`src/common/tc_pkg.sv`:
```
// Constants, register map and field layout of the 8-bit up/down reload timer.
// Assumes a 200 MHz system clock and AXI4-Lite access with one 32-bit word per register.
package tc_pkg;

  // Register indices; byte address is four times the index
  localparam logic [15:0] IDX_MODE  = 16'hFFB4;
  localparam logic [15:0] IDX_COUNT = 16'hFFB5;
  localparam logic [15:0] IDX_STOP  = 16'hFFFA;
  localparam logic [15:0] IDX_CTRL  = 16'hFFB0;

  // Reset values
  localparam logic [7:0] RST_MODE   = 8'h18;
  localparam logic [7:0] RST_COUNT  = 8'h00;
  localparam logic [7:0] RST_RELOAD = 8'h00;
  localparam logic [7:0] RST_STOP   = 8'hFF;

  // Mode register fields
  localparam int MODE_RELOAD_SEL = 7;
  localparam int MODE_HW_DIR     = 6;
  localparam int MODE_SW_DIR     = 5;
  localparam logic [7:0] MODE_RSVD_MASK = 8'h18;

  // Module stop register: timer standby control bit
  localparam int STOP_TIMER = 1;

  // Control register fields
  localparam int CTRL_IRQ_EN   = 0;
  localparam int CTRL_IRQ_FLAG = 1;
  localparam int CTRL_EDGE     = 2;
  localparam int CTRL_SUB_DIV8 = 3;
  localparam int CTRL_PMODE_LO = 4;

  // Clock select codes
  localparam logic [2:0] SEL_WATCH = 3'h6;
  localparam logic [2:0] SEL_EVENT = 3'h7;

  // Prescaler S and W shapes, as log2 of the division
  localparam int PRE_WIDTH = 13;
  localparam int DIV_LOG_0 = 13;
  localparam int DIV_LOG_1 = 11;
  localparam int DIV_LOG_2 = 9;
  localparam int DIV_LOG_3 = 6;
  localparam int DIV_LOG_4 = 4;
  localparam int DIV_LOG_5 = 2;
  localparam logic [2:0] WATCH_DIV4_LAST = 3'h3;
  localparam logic [2:0] WATCH_DIV8_LAST = 3'h7;

  // AXI responses
  localparam logic [1:0] RESP_OKAY   = 2'h0;
  localparam logic [1:0] RESP_SLVERR = 2'h2;

  typedef enum logic [2:0] {
    TC_ACTIVE, TC_SLEEP, TC_WATCH, TC_SUBACTIVE, TC_SUBSLEEP, TC_STANDBY
  } tc_pmode_t;

endpackage : tc_pkg

```
`src/common/tc_src_if.sv`:
```
// Counting-clock sources passed between the timer core, synchroniser and prescaler.
// All signals are one-cycle enables or levels in the single clk domain.
interface tc_src_if;
  logic       edge_rise;
  logic       event_edge;
  logic       watch_rise;
  logic [7:0] tick;
  logic       w8_tick;

  modport sync (input edge_rise, output event_edge, output watch_rise);
  modport pre  (input event_edge, input watch_rise, output tick, output w8_tick);
  modport core (output edge_rise, input tick, input w8_tick);
endinterface : tc_src_if

```
`src/logic/tc_top.sv`:
```
// 8-bit up/down interval and auto-reload timer with an AXI4-Lite register slave.
// Assumes pins are synchronous inputs except the event and watch pins, which are resynchronised.
module tc_top (
  // Clock and reset
  input  wire logic        clk,
  input  wire logic        rst_b,
  // AXI4-Lite write address
  input  wire logic [31:0] s_axi_awaddr,
  input  wire logic        s_axi_awvalid,
  output      logic        s_axi_awready,
  // AXI4-Lite write data
  input  wire logic [31:0] s_axi_wdata,
  input  wire logic [3:0]  s_axi_wstrb,
  input  wire logic        s_axi_wvalid,
  output      logic        s_axi_wready,
  // AXI4-Lite write response
  output      logic [1:0]  s_axi_bresp,
  output      logic        s_axi_bvalid,
  input  wire logic        s_axi_bready,
  // AXI4-Lite read address
  input  wire logic [31:0] s_axi_araddr,
  input  wire logic        s_axi_arvalid,
  output      logic        s_axi_arready,
  // AXI4-Lite read data
  output      logic [31:0] s_axi_rdata,
  output      logic [1:0]  s_axi_rresp,
  output      logic        s_axi_rvalid,
  input  wire logic        s_axi_rready,
  // Timer pins
  input  wire logic        event_input_pin,
  input  wire logic        updown_select_pin,
  input  wire logic        watch_clk_pin,
  // Interrupt request
  output      logic        timer_irq
);

  tc_src_if src ();

  tc_edge_sync u_sync (
    .clk             (clk),
    .rst_b           (rst_b),
    .event_input_pin (event_input_pin),
    .watch_clk_pin   (watch_clk_pin),
    .src             (src.sync)
  );

  tc_prescaler u_pre (
    .clk   (clk),
    .rst_b (rst_b),
    .src   (src.pre)
  );

  typedef struct packed {
    logic [7:0]        count_value;
    logic [7:0]        reload_value;
    logic [7:0]        timer_mode_reg;
    logic [7:0]        module_clock_stop_1;
    logic              timer_irq_enable;
    logic              timer_irq_flag;
    logic              edge_rise;
    logic              sub_div8;
    tc_pkg::tc_pmode_t pmode;
    logic              irq;
    logic              aw_held;
    logic [31:0]       aw_addr;
    logic              w_held;
    logic [7:0]        w_data;
    logic              w_lane0;
    logic              awready;
    logic              wready;
    logic              bvalid;
    logic [1:0]        bresp;
    logic              arready;
    logic              rvalid;
    logic [1:0]        rresp;
    logic [31:0]       rdata;
  } tc_state_t;

  tc_state_t st;
  tc_state_t next_st;

  // Word decode: upper address bits must be zero, low two bits ignored
  function automatic logic hit(input logic [31:0] addr, input logic [15:0] idx);
    return (addr[31:18] == 14'h0000) && (addr[17:2] == idx);
  endfunction : hit

  function automatic logic mapped(input logic [31:0] addr);
    return hit(addr, tc_pkg::IDX_MODE) || hit(addr, tc_pkg::IDX_COUNT) ||
           hit(addr, tc_pkg::IDX_STOP) || hit(addr, tc_pkg::IDX_CTRL);
  endfunction : mapped

  logic       dir_up;
  logic       sub_mode;
  logic       act_mode;
  logic       use_w8;
  logic       tick;
  logic       run;
  logic [7:0] step;
  logic [8:0] sum;
  logic       wrap;
  logic       do_write;
  logic [7:0] ctrl_rd;

  always_comb begin
    next_st  = st;
    dir_up   = 1'b1;
    sum      = 9'h000;
    wrap     = 1'b0;
    do_write = 1'b0;

    // Direction select; pin high counts up
    if (st.timer_mode_reg[tc_pkg::MODE_HW_DIR]) begin
      dir_up = updown_select_pin;
    end else begin
      dir_up = ~st.timer_mode_reg[tc_pkg::MODE_SW_DIR];
    end

    sub_mode = (st.pmode == tc_pkg::TC_SUBACTIVE) || (st.pmode == tc_pkg::TC_SUBSLEEP);
    act_mode = (st.pmode == tc_pkg::TC_ACTIVE) || (st.pmode == tc_pkg::TC_SLEEP);
    // Subclock at watch over eight steps by two on each tick, so the low bit never changes
    use_w8   = sub_mode && st.sub_div8 && (st.timer_mode_reg[2:0] == tc_pkg::SEL_WATCH);
    step     = use_w8 ? 8'h02 : 8'h01;
    tick     = use_w8 ? src.w8_tick : src.tick[st.timer_mode_reg[2:0]];
    run      = st.module_clock_stop_1[tc_pkg::STOP_TIMER] &&
               (act_mode || (sub_mode && (st.timer_mode_reg[2:0] >= tc_pkg::SEL_WATCH)));

    if (run && tick) begin
      if (dir_up) begin
        sum  = {1'b0, st.count_value} + {1'b0, step};
        wrap = sum[8];
      end else begin
        sum  = {1'b0, st.count_value} - {1'b0, step};
        wrap = (st.count_value < step);
      end
      if (wrap && st.timer_mode_reg[tc_pkg::MODE_RELOAD_SEL]) begin
        next_st.count_value = st.reload_value;
      end else begin
        next_st.count_value = sum[7:0];
      end
    end

    // Write channel capture, address and data in either order
    if (s_axi_awvalid && st.awready) begin
      next_st.aw_held = 1'b1;
      next_st.aw_addr = s_axi_awaddr;
    end
    if (s_axi_wvalid && st.wready) begin
      next_st.w_held  = 1'b1;
      next_st.w_data  = s_axi_wdata[7:0];
      next_st.w_lane0 = s_axi_wstrb[0];
    end
    if (s_axi_bvalid && s_axi_bready) begin
      next_st.bvalid = 1'b0;
    end

    if (st.aw_held && st.w_held && !st.bvalid) begin
      do_write        = st.w_lane0;
      next_st.aw_held = 1'b0;
      next_st.w_held  = 1'b0;
      next_st.bvalid  = 1'b1;
      next_st.bresp   = mapped(st.aw_addr) ? tc_pkg::RESP_OKAY : tc_pkg::RESP_SLVERR;
    end

    if (do_write) begin
      if (hit(st.aw_addr, tc_pkg::IDX_MODE)) begin
        next_st.timer_mode_reg = st.w_data | tc_pkg::MODE_RSVD_MASK;
      end
      if (hit(st.aw_addr, tc_pkg::IDX_COUNT)) begin
        next_st.reload_value = st.w_data;
        next_st.count_value  = st.w_data;
      end
      if (hit(st.aw_addr, tc_pkg::IDX_STOP)) begin
        next_st.module_clock_stop_1 = st.w_data;
      end
      if (hit(st.aw_addr, tc_pkg::IDX_CTRL)) begin
        next_st.timer_irq_enable = st.w_data[tc_pkg::CTRL_IRQ_EN];
        next_st.edge_rise        = st.w_data[tc_pkg::CTRL_EDGE];
        next_st.sub_div8         = st.w_data[tc_pkg::CTRL_SUB_DIV8];
        next_st.pmode            = tc_pkg::tc_pmode_t'(st.w_data[tc_pkg::CTRL_PMODE_LO +: 3]);
        if (st.w_data[tc_pkg::CTRL_IRQ_FLAG]) begin
          next_st.timer_irq_flag = 1'b0;
        end
      end
    end

    // Set after clear so an overflow in the clearing cycle is kept
    if (wrap) begin
      next_st.timer_irq_flag = 1'b1;
    end
    next_st.irq = next_st.timer_irq_flag && next_st.timer_irq_enable;

    next_st.awready = !next_st.aw_held && !next_st.bvalid;
    next_st.wready  = !next_st.w_held && !next_st.bvalid;

    // Read channel
    ctrl_rd = 8'h00;
    ctrl_rd[tc_pkg::CTRL_IRQ_EN]             = st.timer_irq_enable;
    ctrl_rd[tc_pkg::CTRL_IRQ_FLAG]           = st.timer_irq_flag;
    ctrl_rd[tc_pkg::CTRL_EDGE]               = st.edge_rise;
    ctrl_rd[tc_pkg::CTRL_SUB_DIV8]           = st.sub_div8;
    ctrl_rd[tc_pkg::CTRL_PMODE_LO +: 3]      = st.pmode;
    if (s_axi_rvalid && s_axi_rready) begin
      next_st.rvalid = 1'b0;
    end
    if (s_axi_arvalid && st.arready) begin
      next_st.rvalid = 1'b1;
      next_st.rresp  = mapped(s_axi_araddr) ? tc_pkg::RESP_OKAY : tc_pkg::RESP_SLVERR;
      next_st.rdata  = 32'h0000_0000;
      if (hit(s_axi_araddr, tc_pkg::IDX_MODE)) begin
        next_st.rdata[7:0] = st.timer_mode_reg | tc_pkg::MODE_RSVD_MASK;
      end
      if (hit(s_axi_araddr, tc_pkg::IDX_COUNT)) begin
        next_st.rdata[7:0] = st.count_value;
      end
      if (hit(s_axi_araddr, tc_pkg::IDX_STOP)) begin
        next_st.rdata[7:0] = st.module_clock_stop_1;
      end
      if (hit(s_axi_araddr, tc_pkg::IDX_CTRL)) begin
        next_st.rdata[7:0] = ctrl_rd;
      end
    end
    next_st.arready = !next_st.rvalid;
  end

  always_ff @(posedge clk or negedge rst_b) begin
    if (!rst_b) begin
      st                     <= '0;
      st.count_value         <= tc_pkg::RST_COUNT;
      st.reload_value        <= tc_pkg::RST_RELOAD;
      st.timer_mode_reg      <= tc_pkg::RST_MODE;
      st.module_clock_stop_1 <= tc_pkg::RST_STOP;
      st.pmode               <= tc_pkg::TC_ACTIVE;
      st.awready             <= 1'b1;
      st.wready              <= 1'b1;
      st.arready             <= 1'b1;
    end else begin
      st <= next_st;
    end
  end

  assign src.edge_rise = st.edge_rise;

  assign s_axi_awready = st.awready;
  assign s_axi_wready  = st.wready;
  assign s_axi_bvalid  = st.bvalid;
  assign s_axi_bresp   = st.bresp;
  assign s_axi_arready = st.arready;
  assign s_axi_rvalid  = st.rvalid;
  assign s_axi_rresp   = st.rresp;
  assign s_axi_rdata   = st.rdata;
  assign timer_irq     = st.irq;

endmodule : tc_top

```
`src/logic/tc_edge_sync.sv`:
```
// Two-flop synchronisers and edge detectors for the event pin and the watch clock pin.
// Assumes both pins may change at any time relative to clk.
module tc_edge_sync (
  // Clock and reset
  input  wire logic clk,
  input  wire logic rst_b,
  // Pins
  input  wire logic event_input_pin,
  input  wire logic watch_clk_pin,
  // Source enables
  tc_src_if.sync    src
);

  typedef struct packed {
    logic ev_s1;
    logic ev_s2;
    logic ev_s3;
    logic wc_s1;
    logic wc_s2;
    logic wc_s3;
    logic event_edge;
    logic watch_rise;
  } tc_sync_t;

  tc_sync_t st;
  tc_sync_t next_st;

  always_comb begin
    next_st            = st;
    next_st.ev_s1      = event_input_pin;
    next_st.ev_s2      = st.ev_s1;
    next_st.ev_s3      = st.ev_s2;
    next_st.wc_s1      = watch_clk_pin;
    next_st.wc_s2      = st.wc_s1;
    next_st.wc_s3      = st.wc_s2;
    // One pulse per qualified edge, never two
    next_st.event_edge = src.edge_rise ? (st.ev_s2 & ~st.ev_s3) : (~st.ev_s2 & st.ev_s3);
    next_st.watch_rise = st.wc_s2 & ~st.wc_s3;
  end

  always_ff @(posedge clk or negedge rst_b) begin
    if (!rst_b) begin
      st <= '0;
    end else begin
      st <= next_st;
    end
  end

  assign src.event_edge = st.event_edge;
  assign src.watch_rise = st.watch_rise;

endmodule : tc_edge_sync

```
`src/logic/tc_prescaler.sv`:
```
// Prescaler S (system clock) and prescaler W (synchronised watch clock) enables.
// Assumes watch_rise is already a one-cycle pulse in the clk domain.
module tc_prescaler (
  // Clock and reset
  input  wire logic clk,
  input  wire logic rst_b,
  // Source enables
  tc_src_if.pre     src
);

  typedef struct packed {
    logic [tc_pkg::PRE_WIDTH-1:0] pre_s;
    logic [2:0]                   pre_w;
    logic [7:0]                   tick;
    logic                         w8_tick;
  } tc_pre_t;

  tc_pre_t st;
  tc_pre_t next_st;

  function automatic logic low_ones(input logic [tc_pkg::PRE_WIDTH-1:0] v, input int n);
    logic r;
    r = 1'b1;
    for (int i = 0; i < n; i++) begin
      r = r & v[i];
    end
    return r;
  endfunction : low_ones

  always_comb begin
    next_st         = st;
    next_st.pre_s   = st.pre_s + 1'b1;
    next_st.tick[0] = low_ones(st.pre_s, tc_pkg::DIV_LOG_0);
    next_st.tick[1] = low_ones(st.pre_s, tc_pkg::DIV_LOG_1);
    next_st.tick[2] = low_ones(st.pre_s, tc_pkg::DIV_LOG_2);
    next_st.tick[3] = low_ones(st.pre_s, tc_pkg::DIV_LOG_3);
    next_st.tick[4] = low_ones(st.pre_s, tc_pkg::DIV_LOG_4);
    next_st.tick[5] = low_ones(st.pre_s, tc_pkg::DIV_LOG_5);
    next_st.tick[6] = src.watch_rise && (st.pre_w[1:0] == tc_pkg::WATCH_DIV4_LAST[1:0]);
    next_st.tick[7] = src.event_edge;
    next_st.w8_tick = src.watch_rise && (st.pre_w == tc_pkg::WATCH_DIV8_LAST);
    if (src.watch_rise) begin
      next_st.pre_w = st.pre_w + 1'b1;
    end
  end

  always_ff @(posedge clk or negedge rst_b) begin
    if (!rst_b) begin
      st <= '0;
    end else begin
      st <= next_st;
    end
  end

  assign src.tick    = st.tick;
  assign src.w8_tick = st.w8_tick;

endmodule : tc_prescaler

```
`config.mk`:
```
export PLATFORM = sky130hd
export DESIGN_NAME = tc_top
export DESIGN_NICKNAME = d
export VERILOG_FILES = /design/src/common/tc_pkg.sv /design/src/common/tc_src_if.sv /design/src/logic/tc_top.sv /design/src/logic/tc_edge_sync.sv /design/src/logic/tc_prescaler.sv
export SDC_FILE = /design/constraint.sdc
export NUM_CORES = 1
export LEC_CHECK = 0
export BUFFER_PORTS_ARGS = -buffer_cell sky130_fd_sc_hd__buf_2
export CAP_MARGIN = 0
export CORE_ASPECT_RATIO = 0.5
export CORE_UTILIZATION = 57
export DETAILED_ROUTE_END_ITERATION = 16
export PLACE_DENSITY_LB_ADDON = 0.05
export SETUP_SLACK_MARGIN = 0.5
export SYNTH_ARGS = -nofsm -noshare
export SYNTH_HDL_FRONTEND = slang
export SYNTH_SLANG_ARGS = --single-unit
```
`constraint.sdc`:
```
create_clock -name clk -period 10.2 [get_ports clk]
set_clock_uncertainty 0.1 [all_clocks]
set_input_delay 1.02 -clock clk [delete_from_list [all_inputs] [get_ports clk]]
set_output_delay 1.02 -clock clk [all_outputs]
set_load 0.005 [all_outputs]
```
Word level (Yosys, flattened, before mapping)

Index checks and enable logic that the tools add are counted.

Output and inout port bits: 42
Register bits: 131
Logic and storage cells: 156

Add/subtract/negate cells: 4
Multiplexer cells: 34
Reduce and logical (&&, ||, !) cells: 47
$lt $le $gt $ge: 3
Eq/ne operators: 14
Bitwise gates (word level): 19

Operators with widths:

| operator                                           | number |
|---|---|
| equality test 16 bit, second input constant        | 8 |
| 2-to-1 mux 8 bit                                   | 9 |
| 2-to-1 mux 39 bit                                  | 1 |
| 2-to-1 mux 35 bit                                  | 1 |
| 2-to-1 mux 33 bit                                  | 1 |
| logical NOT 14 bit                                 | 2 |
| logical AND 1 bit                                  | 26 |
| 2-to-1 mux 16 bit                                  | 1 |
| bitwise AND 1 bit                                  | 15 |
| 2-to-1 mux 1 bit                                   | 14 |
| adder 13 x 1 -> 13 bit, second input constant      | 1 |
| 2-to-1 mux 10 bit                                  | 1 |
| adder 8 x 2 -> 9 bit                               | 1 |
| equality test 3 bit, second input constant         | 3 |
| logical OR 1 bit                                   | 9 |
| < comparator 8 x 2 -> 1 bit                        | 1 |
| AND reduction 2 bit                                | 4 |
| subtractor 8 x 2 -> 8 bit                          | 1 |
| 2-to-1 mux 7 bit                                   | 1 |
| 2-to-1 mux 2 bit                                   | 3 |
| logical NOT 1 bit                                  | 5 |
| < comparator 3 x 4 -> 1 bit, second input constant | 1 |
| inverter 1 bit                                     | 4 |
| adder 3 x 1 -> 3 bit, second input constant        | 1 |
| 7 further kinds                                    | 7 |

Logic depth before layout (Yosys ltp)

Gate-level depths: netlist (run 1).

Word-level depth: 15
Depth in mapped cells: 11
Mapped depth without buffers: 11

Modules after synthesis

From an unflattened synthesis (run 1), not the netlist that was laid out.

Cell total of the unflattened synthesis: 541
Area, all modules: 6130.9 um^2

By module, submodules not included:

| module       | seq. area each (um^2) | instances | cells each | area an instance (um^2) |
|---|---|---|---|---|
| tc_top       | 2366.0                | 1         | 449        | 4882.2 |
| tc_prescaler | 625.6                 | 1         | 80         | 1019.7 |
| tc_edge_sync | 200.2                 | 1         | 12         | 229.0 |

Worst setup path after synthesis (run 1)

No wires, ideal clock.

Kind: flip-flop to flip-flop
Start: reg st (netlist bit ctrl_rd[5])
End: reg st[119] in the netlist's numbering
Data required time: 10024 ps
Slack: 6875 ps
Arrival time: 3148 ps
Setup time: 76 ps
Stages on the path, launching flop included: 12
Period minus slack after synthesis: 3325 ps
Cell sequence: dfrtp_1 > or3b_1 > a2111oi_4 > inv_1 > ha_1 > fa_1 > or3b_2 > nor4_1 > o21ai_1 > mux2i_1 > a211o_1 > o21ai_1

RTL lines:

| element                | line          | text |
|---|---|---|
| start, declared        | tc_top.sv:79  | `tc_state_t st;` |
| start signal, assigned | tc_top.sv:237 | `st <= next_st;` |

==> qor.yml, run 1 <==
dp_slack_ns: 6.32
port_buffers: 94
end_kind: "register"
ys_ff_latch: 127
regArea_mm2: 0.00319
hold_depth: 0
multi_input_area_mm2: 0.00251
synth.distinct_cells: 66
syn_inst: 518
cts_tree: "done"
ctsHoldBuffers: 0
antenna_left: 0
grt_max_degree: 82
final.setup.worst_slack_ns: 6.28
maxSlewViolCount: 0
die_y_um: 74.5
hold_path.class: "reg2reg"
core_area_mm2: 0.0102
yosys_warnings: 0
yosys_most_used_dff: "dfrtp_1"
h-tree-depth: 4
grt_overflow: 0
placed_cells: 732
drt_iter0_drc: 232
detailed_place_hpwl_mm: 7.99
p_leak_nw: 3.38
setup_viol: 0
worst_slew_pin_slew_ns: 0.993
synth_edf_count: 0
drc_errors: 0
synth_async_sr_flop_share_pct: 100
syn2layout_area_growth_pct: 17.8
drt-vias-per-instance: 5.33
rr_worst_depth: 11
placedInstanceArea_mm2: 0.00643
crit_type: "reg2reg"
wirelength_mm: 11.9
clkSinkCount: 127
clkLatencyLatePin_ns: 0.42
power_density_mw_per_mm2: 215
cts_inserted_buffers: 17
synthTopCellsByArea: "dfrtp_1, mux2_2, dfstp_2"
period_needed_ns: 3.92
cts_setup_buffers: 0
critPathLaunchType: "register"
syn_area_mm2: 0.00599
avgSynthCellArea_um2: 11.6
clkTransAtPathRegs_ns: 0.06
io_pins: 152
routabilityCongestion: 0.816
peakVddDrop_mv: 0.160
crit_required_ns: 10.44
track_usage_pct: 22.9
rows: 26
relSlewSlack_pct: 33.8
final_area_mm2: 0.00706
power_mw: 1.52
post-route-period-util_pct: 38.4
finalHoldViolations: 0
post_drt_wl_per_cell_um: 15.5
layout.nets: 731
grt_pass1_vias: 3808
grt_pass1_wl_mm: 19.0
die_area_mm2: 0.0110
fmax_mhz: 255
drive_gt1_share_pct: 34.6
rsz0062_at_grt: "no"
netlist.area_leader.share_pct: 48.4
post-synth-top-count-cell: "dfrtp_1"
start_util_pct: 58.7
nFillCells: 774
arrival_ns: 4.16
worstPathMaxFanout: 8
cts_root_buf: "clkbuf_16"
drt-pass1-iter-count: 5
vias: 4078
dieWidth_um: 147
max-clock-path-buffers: 2
fin_cells: 765
maxCapViolCount: 0
synth_commonest_cells: "dfrtp_1, mux2_2, nand2_1"
synth_top_cell_by_area: "dfrtp_1"
antenna_found_initial: 2
ys_seq_area_share_pct: 53.3
post_cts_resized: 0
status: "completed"
setup_tns_ns: 0
sequential cells by signal, summed over array words and instances (netlist names), 2 cells and up:
| signal | cells |
|---|---|
| u_sync.next_st | 4 |
| ctrl_rd | 6 |
| s_axi_rdata | 8 |
| u_pre.src.tick | 8 |
| u_pre.st | 16 |
| st | 71 |
| u_sync.st | 2 |
path summary, 6_finish.rpt:
check / startpoint / to / slack, ns
max in group asynchronous: rst_b / u_pre.st[16] / 8.05
max: ctrl_rd[5] / st[119] / 6.28
max reg2reg: ctrl_rd[5] / st[119] / 6.28
min in group asynchronous: rst_b / st[47] / 0.52
min: u_sync.next_st[6] / u_sync.next_st[5] / 0.25
min reg2reg: u_sync.next_st[6] / u_sync.next_st[5] / 0.25
cell families (layout without fill, tap and decap cells):
group,count (synthesis),count (layout),synth area share (%)
AO/OA/AOI/OAI,65,65,7.41
XOR/XNOR,12,12,1.75
adder cells (fa/ha/maj),10,10,2.34
buffers and inverters,63,144,6.37
flip-flops,127,127,53.3
multiplexers,78,78,14.3
other,1,27,0.0626
AND/OR/NAND/NOR,162,162,14.5
cells in the final DEF, fill, tap and decap left out, types with 7 or more instances in the layout:
cell       count
conb_1        26
ha_1           8
dfstp_2       11
mux2i_1       16
nor2b_1        7
o21ai_0       24
clkbuf_16     17
nor2_1        31
buf_2         93
nand2_1       52
dfrtp_1      116
inv_1         15
nand3_1       14
mux2_2        62
critical path: stages, from the launching register on:
cell and delay (ns):
dfrtp_1 0.42, or3b_1 0.46, a2111oi_4 0.49, inv_1 0.20, ha_1 0.26, fa_1 0.43, or3b_2 0.22, nor4_1 0.06
o21ai_1 0.57, mux2i_1 0.19, a211o_1 0.33, o21ai_1 0.12
power by group:
part / switching (mW) / internal (mW) / total (mW) / leakage [nW]
combinational: 0.0810 / 0.115 / 0.196 / 1.53
clock: 0.243 / 0.393 / 0.636 / 0.301
sequential: 0.0769 / 0.607 / 0.684 / 1.55
total: 0.401 / 1.12 / 1.52 / 3.38
metrics by stage:
| stage | util [%] | hold slack (ns) |
|---|---|---|
| final | 69.1 | 0.247 |
| after global routing | 69.1 | 0.259 |
| after CTS | 69.1 | 0.248 |
| after detailed placement | 63.0 | 0.235 |
| after global placement | 63.0 | 0.233 |
| after floorplan | - | 0.231 |
cell type report:
class,count,area share [%]
Inverter,15,0.798
Clock buffer,17,6.03
Tap cell,140,2.48
Clock inverter,15,2.84
Antenna cell,1,0.0354
Multi-Input combinational cell,353,35.6
Timing Repair Buffer,97,7.02
Sequential cell,127,45.2
metal layers:
metal	global-route usage (%)	share of wire [%]	vias to the layer above	routed length (um)
met5	0	0	-	0
met3	7.06	7.8	15	928
li1	-	-	1983	-
met2	36.3	46	134	5460
met1	29.9	45	1946	5320
met4	9.62	1.2	0	146
Note: power is estimated with default switching activity, not from simulation.
==> run 2, diff against run 1 <==
Settings changed: CORE_UTILIZATION 57 to 48.
Clock period 10.2 ns to 3.2 ns, I/O delays scaled along.
==> run 2 against run 1 <==
Power increased to 3.1 times the previous value. Via count increased by 2.4%. Flip-flop and latch count unchanged. Die area increased by 18%. Routed wire length increased by 4.7%. Cell area increased by 5.6%. Hold slack got worse by 0.22 ns. Count of clock-buffer cells in the layout increased by 2. Critical endpoint unchanged. Largest cell class unchanged. Largest power group unchanged.
==> qor.yml, run 2 (synthesis gave the netlist of run 1 again) <==
top_regs: "st: 71 flops, u_pre.st: 16 flops"  # unchanged
clkTransAtPathRegs_ns: 0.07  # was 0.06 ns
end_kind: "register"  # unchanged
path_cells: "or3b_4 -> a2111oi_4 -> buf_4 -> inv_6 -> ha_4 -> fa_2 -> or3b_4 -> nor4_4 -> o21ai_2 -> buf_6 -> mux2i_1 -> a211o_1 -> o21ai_1"  # was or3b_1 -> a2111oi_4 -> inv_1 -> ha_1 -> fa_1 -> or3b_2 -> nor4_1 -> o21ai_1 -> mux2i_1 -> a211o_1 -> o21ai_1
wirelength_mm: 12.4  # was 11.9 mm
drt-pass1-iter-count: 4  # was 5
detailed_place_hpwl_mm: 8.70  # was 7.99 mm
r2r_slack_ns: 0.06  # was 6.28 ns
arrival_ns: 3.37  # was 4.16 ns
clkLatencyLatePin_ns: 0.42  # about the same
layout_common_cells: "dfrtp_1, buf_2, mux2_2"  # unchanged
finalHoldViolations: 0  # unchanged
max-clock-path-buffers: 2  # unchanged
switchingPower_mw: 1.26  # was 401 uW
cp.buffers_inverters: 3  # was 1
crit_required_ns: 3.43  # was 10.44 ns
io_pins: 152  # unchanged
cts_root_buf: "clkbuf_16"  # unchanged
clkPwrFrac_pct: 40.6  # was 42.0%
die_area_mm2: 0.0130  # was 0.0110 mm^2
period_needed_ns: 3.14  # was 3.92 ns
power_density_mw_per_mm2: 638  # was 215 mW/mm^2
worstPathMaxFanout: 8  # unchanged
grt_overflow: 0  # unchanged
status: "completed"  # unchanged
intPower_mw: 3.49  # was 1.12 mW
drt-vias-per-instance: 5.12  # was 5.33
h-tree-depth: 4  # unchanged
grt_pass1_vias: 4020  # was 3808
hold_path.class: "in2reg"  # was reg2reg
power_mw: 4.75  # was 1.52 mW
grt_pass1_wl_mm: 20.3  # was 19.0 mm
setup_viol: 0  # unchanged
post_drt_wl_per_cell_um: 15.2  # was 15.5 um
cp_slowest_cell: "or3b_4"  # was o21ai_1
peakVddDrop_mv: 0.362  # was 0.160 mV
p_leak_nw: 3.55  # was 3.38 nW
worst_path_most_repeated_cell: "or3b_4"  # was o21ai_1
cts_tree: "done"  # unchanged
slowest_delay_ns: 0.42  # was 0.57 ns
core_area_mm2: 0.0120  # was 0.0102 mm^2
relSlewSlack_pct: 50.4  # was 33.8%
rsz0062_at_grt: "yes"  # was no
fmax_mhz: 318  # was 255 MHz
maxSlewViolCount: 0  # unchanged
rows: 28  # was 26
nFillCells: 984  # was 774
start_util_pct: 50.0  # was 58.7%
combPwrFrac_pct: 13.2  # was 12.9%
maxCapViolCount: 0  # unchanged
layout.nets: 757  # was 731
vias: 4175  # was 4078
largest_register: "st"  # unchanged
cts_inserted_buffers: 17  # unchanged
largest_reg_flops: 71  # unchanged
dieWidth_um: 160  # was 147 um
hold_ws_ns: 0.0289  # was 0.247 ns
n_antenna_cell: 0  # was 1
die_y_um: 81.0  # was 74.5 um
critPathLaunchType: "register"  # unchanged
path_delay_family: "compound AO/OA/AOI/OAI gates"  # unchanged
antenna_found_initial: 1  # was 2
port_buffers: 94  # unchanged
drive_gt1_share_pct: 39.7  # was 34.6%
drt_iter0_drc: 201  # was 232
grt_max_degree: 75  # was 82
switching_share_pct: 26.6  # was 26.5%
pwr-share-seq_pct: 46.2  # was 45.1%
track_usage_pct: 20.5  # was 22.9%
drc_errors: 0  # unchanged
crit_type: "reg2reg"  # unchanged
antenna_left: 0  # unchanged
final_common_cell: "dfrtp_1"  # unchanged
worst_slew_pin_slew_ns: 0.737  # was 0.993 ns
clkSinkCount: 127  # unchanged
syn2layout_area_growth_pct: 24.4  # was 17.8%
routabilityCongestion: 0.849  # was 0.816
post-route-period-util_pct: 98.2  # was 38.4%
## run 2: power groups by stage
stage | clock network, mW | registers, mW | logic [mW]
floorplan | 0 | 2.12 | 0.492
global placement | 0 | 2.21 | 0.615
detailed placement | 0 | 2.22 | 0.632
CTS | 1.97 | 2.20 | 0.639
global route | 2.03 | 2.24 | 0.703
finish | 1.93 | 2.20 | 0.629
## run 2: area by class of cell
class,count,area [um^2],share of cell area [%]
tap,165,206,2.77
inverter,15,61.3,0.823
multi-input combinational,353,2680,35.9
sequential,127,3190,42.8
clock inverter,13,150,2.01
clock buffer,19,443,5.94
timing repair buffer,123,724,9.72
## run 2: final timing paths
| kind | to | cells past startpoint | start |
|---|---|---|---|
| max | st[119] | 13 | ctrl_rd[5] |
| min | st[58] | 2 | s_axi_awaddr[7] |
| max reg2reg | st[119] | 13 | ctrl_rd[5] |
| min reg2reg | u_pre.src.tick[7] | 0 | u_sync.src.event_edge |
| max in group asynchronous | st[96] | 3 | rst_b |
| min in group asynchronous | st[80] | 2 | rst_b |
## run 2: repair_timing
action,4_1_cts,5_1_grt
gates resized for setup,10,20
hold buffers,4,0
endpoints found under the hold margin,54,0
pin swaps,9,20
setup endpoints to repair,10,14
setup buffers,6,3
## run 2: worst reg2reg max path: cells and delay by family (launching register included)
family	cells	cell delay [ns]
AO/OA/AOI/OAI	4	0.86
AND/OR/NAND/NOR	3	0.73
adder cells (fa/ha/maj)	2	0.52
buffers and inverters	3	0.42
flip-flops	1	0.37
multiplexers	1	0.08
## run 2: through the flow
stage          setup slack (ns)  cells  cell area (um^2)  setup TNS (ns)  utilization [%]
2_1_floorplan            0.0649    543              6130               0                -
3_3_place_gp             0.0312    770              6620               0             55.2
3_5_place_dp             0.0141    770              6620               0             55.2
4_1_cts                  0.0848    812              7330               0             61.2
5_1_grt                 -0.0826    815              7450          -0.129             62.2
6_report                 0.0565    815              7450               0             62.2
## run 2: routing by layer
metal | track usage, % | share of wire, % | vias to the layer above
li1 | - | - | 2022
met1 | 27.5 | 49 | 2023
met2 | 32.1 | 44 | 120
met3 | 6.89 | 5.8 | 10
met4 | 5.90 | 1.0 | 0
met5 | 0 | 0 | -
==> run 3, diff against run 2 <==
Settings changed: CORE_UTILIZATION 48 to 53.
Clock period 3.2 ns to 3.5 ns, I/O delays scaled along.
==> run 3 against run 2 <==
The run now ends with DRC left. Maximum frequency rose by 0.79%. Register-to-register slack better by 0.32 ns. Via count is 1.5% higher. Flip-flop and latch count unchanged. Critical endpoint is now st[122].
==> qor.yml, run 3 (synthesis gave the netlist of run 1 again) <==
status: "finished, violations left"  # was completed
violations: "DRC"
hold_path.class: "in2reg"  # unchanged
path_cells: "or3b_4 -> a2111oi_4 -> buf_4 -> inv_6 -> ha_4 -> fa_2 -> or3b_4 -> nor4_4 -> o21ai_4 -> buf_6 -> o21ai_2 -> o211ai_1 -> a31oi_1"  # was or3b_4 -> a2111oi_4 -> buf_4 -> inv_6 -> ha_4 -> fa_2 -> or3b_4 -> nor4_4 -> o21ai_2 -> buf_6 -> mux2i_1 -> a211o_1 -> o21ai_1
cts_tree: "done"  # unchanged
hold_depth: 2  # unchanged
cts_inserted_buffers: 17  # unchanged
antenna_found_initial: 2  # was 1
final_common_cell: "dfrtp_1"  # unchanged
layout.nets: 751  # was 757
power_density_mw_per_mm2: 586  # was 638 mW/mm^2
peakVddDrop_mv: 0.407  # was 0.362 mV
rows: 27  # was 28
layout_common_cells: "dfrtp_1, buf_2, mux2_2"  # unchanged
grt_pass1_vias: 4137  # was 4020
die_y_um: 77.2  # was 81.0 um
maxCapViolCount: 0  # unchanged
end_kind: "register"  # unchanged
start_util_pct: 54.4  # was 50.0%
min_to: "s_axi_rvalid"  # was st[58]
clkLatencyLatePin_ns: 0.41  # was 0.42 ns
largest_reg_flops: 71  # unchanged
min-delay-start: "s_axi_rready"  # was s_axi_awaddr[7]
vias: 4239  # was 4175
final.setup.worst_slack_ns: 0.381  # was 0.0565 ns
slowest_delay_ns: 0.42  # about the same
drive_gt1_share_pct: 38.1  # was 39.7%
largest_register: "st"  # unchanged
drt-pass1-iter-count: 11  # was 4
maxSlewViolCount: 0  # unchanged
finalHoldViolations: 0  # unchanged
detailed_place_hpwl_mm: 8.43  # was 8.70 mm
routabilityCongestion: 0.859  # was 0.849
cts_root_buf: "clkbuf_16"  # unchanged
drt_iter0_drc: 196  # was 201
top_regs: "st: 71 flops, u_pre.st: 16 flops"  # unchanged
fmax_mhz: 321  # was 318 MHz
antenna_left: 0  # unchanged
die_area_mm2: 0.0118  # was 0.0130 mm^2
p_leak_nw: 3.49  # was 3.55 nW
core_area_mm2: 0.0110  # was 0.0120 mm^2
grt_overflow: 0  # unchanged
dieWidth_um: 152  # was 160 um
post-route-period-util_pct: 89.1  # was 98.2%
period_needed_ns: 3.12  # was 3.14 ns
regArea_mm2: 0.00319  # unchanged
nFillCells: 861  # was 984
fin_util_pct: 66.4  # was 62.2%
max-clock-path-buffers: 2  # unchanged
r2r_start: "ctrl_rd[5]"  # unchanged
placed_cells: 742  # was 770
wirelength_mm: 12.4  # about the same
grt_max_degree: 52  # was 75
multi_input_area_mm2: 0.00264  # was 0.00268 mm^2
io_pins: 152  # unchanged
rsz0062_at_grt: "yes"  # unchanged
drc_errors: 20  # was 0
critPathLaunchType: "register"  # unchanged
clkSinkCount: 127  # unchanged
power_mw: 4.28  # was 4.75 mW
post_drt_wl_per_cell_um: 15.7  # was 15.2 um
drt-vias-per-instance: 5.38  # was 5.12
cp_slowest_cell: "or3b_4"  # unchanged
setup_tns_ns: 0  # unchanged
worst_slew_pin_slew_ns: 0.668  # was 0.737 ns
crit_type: "reg2reg"  # unchanged
syn2layout_area_growth_pct: 22.1  # was 24.4%
track_usage_pct: 22.9  # was 20.5%
r2r_slack_ns: 0.38  # was 0.06 ns
crit_required_ns: 3.64  # was 3.43 ns
r2r_end: "st[122]"  # was st[119]
clkTransAtPathRegs_ns: 0.06  # was 0.07 ns
grt_pass1_wl_mm: 20.6  # was 20.3 mm
cp.buffers_inverters: 3  # unchanged
arrival_ns: 3.26  # was 3.37 ns
rr_worst_depth: 13  # unchanged
port_buffers: 94  # unchanged
fin_cells: 788  # was 815
path_delay_family: "compound AO/OA/AOI/OAI gates"  # unchanged
dp_slack_ns: 0.104  # was 0.0141 ns
n_antenna_cell: 0  # unchanged
relSlewSlack_pct: 55.2  # was 50.4%
worst_path_most_repeated_cell: "or3b_4"  # unchanged
worstPathMaxFanout: 7  # was 8
setup_viol: 0  # unchanged
h-tree-depth: 4  # unchanged
==> run 3: changes by cell type in the layout (fill, tap and decap cells not counted), sizes merged <==
| cell | delta |
|---|---|
| clkinvlp | +2 |
| clkinv | +2 |
| inv | -4 |
| clkbuf | -1 |
| buf | -6 |
==> run 3: metrics by stage <==
stage	hold WS (ns)	area [um^2]
2_1_floorplan	-0.0456	6130
3_3_place_gp	0.233	6530
6_report	0.0504	7310
4_1_cts	0.0365	7220
5_1_grt	0.0477	7310
3_5_place_dp	0.237	6530
==> run 3: final cells by class <==
cell class,count,area share (%)
multi-input cells,353,36.1
flip-flops and latches,127,43.6
well taps,145,2.48
repair buffers,117,9.19
clock buffers,18,5.87
clock inverters,13,1.92
inverters,15,0.838
==> run 3: worst max path at each step <==
stage	from	endpoint	slack, ns	depth (start not counted)
after floorplan	ctrl_rd[5]	st[119]	0.36	11
after global placement	ctrl_rd[5]	st[119]	0.14	11
after detailed placement	ctrl_rd[5]	st[119]	0.10	11
after CTS	ctrl_rd[4]	st[123]	0.44	11
after global routing	ctrl_rd[5]	st[122]	0.29	11
final	ctrl_rd[5]	st[122]	0.38	13
==> run 3: report_power, final <==
| group | total, mW | internal, mW | switching, mW |
|---|---|---|---|
| registers | 2.00 | 1.77 | 0.234 |
| logic | 0.577 | 0.341 | 0.236 |
| clock network | 1.70 | 1.04 | 0.656 |
| total | 4.28 | 3.16 | 1.13 |
==> run 3: repair_timing <==
action                     in CTS  in global routing
hold buffers                    4                  0
gates cloned                    0                  0
hold endpoints to repair       44                  0
gates resized for setup        10                 11
pin swaps                      11                 12
setup endpoints to repair      10                  9
buffers inserted                6                  5
==> run 3: per-layer routing <==
metal  GRT usage, %  wire length (um)
met3           7.24               774
met2           36.1              5640
met4           7.24               113
met1           30.3              5820
met5              0                13
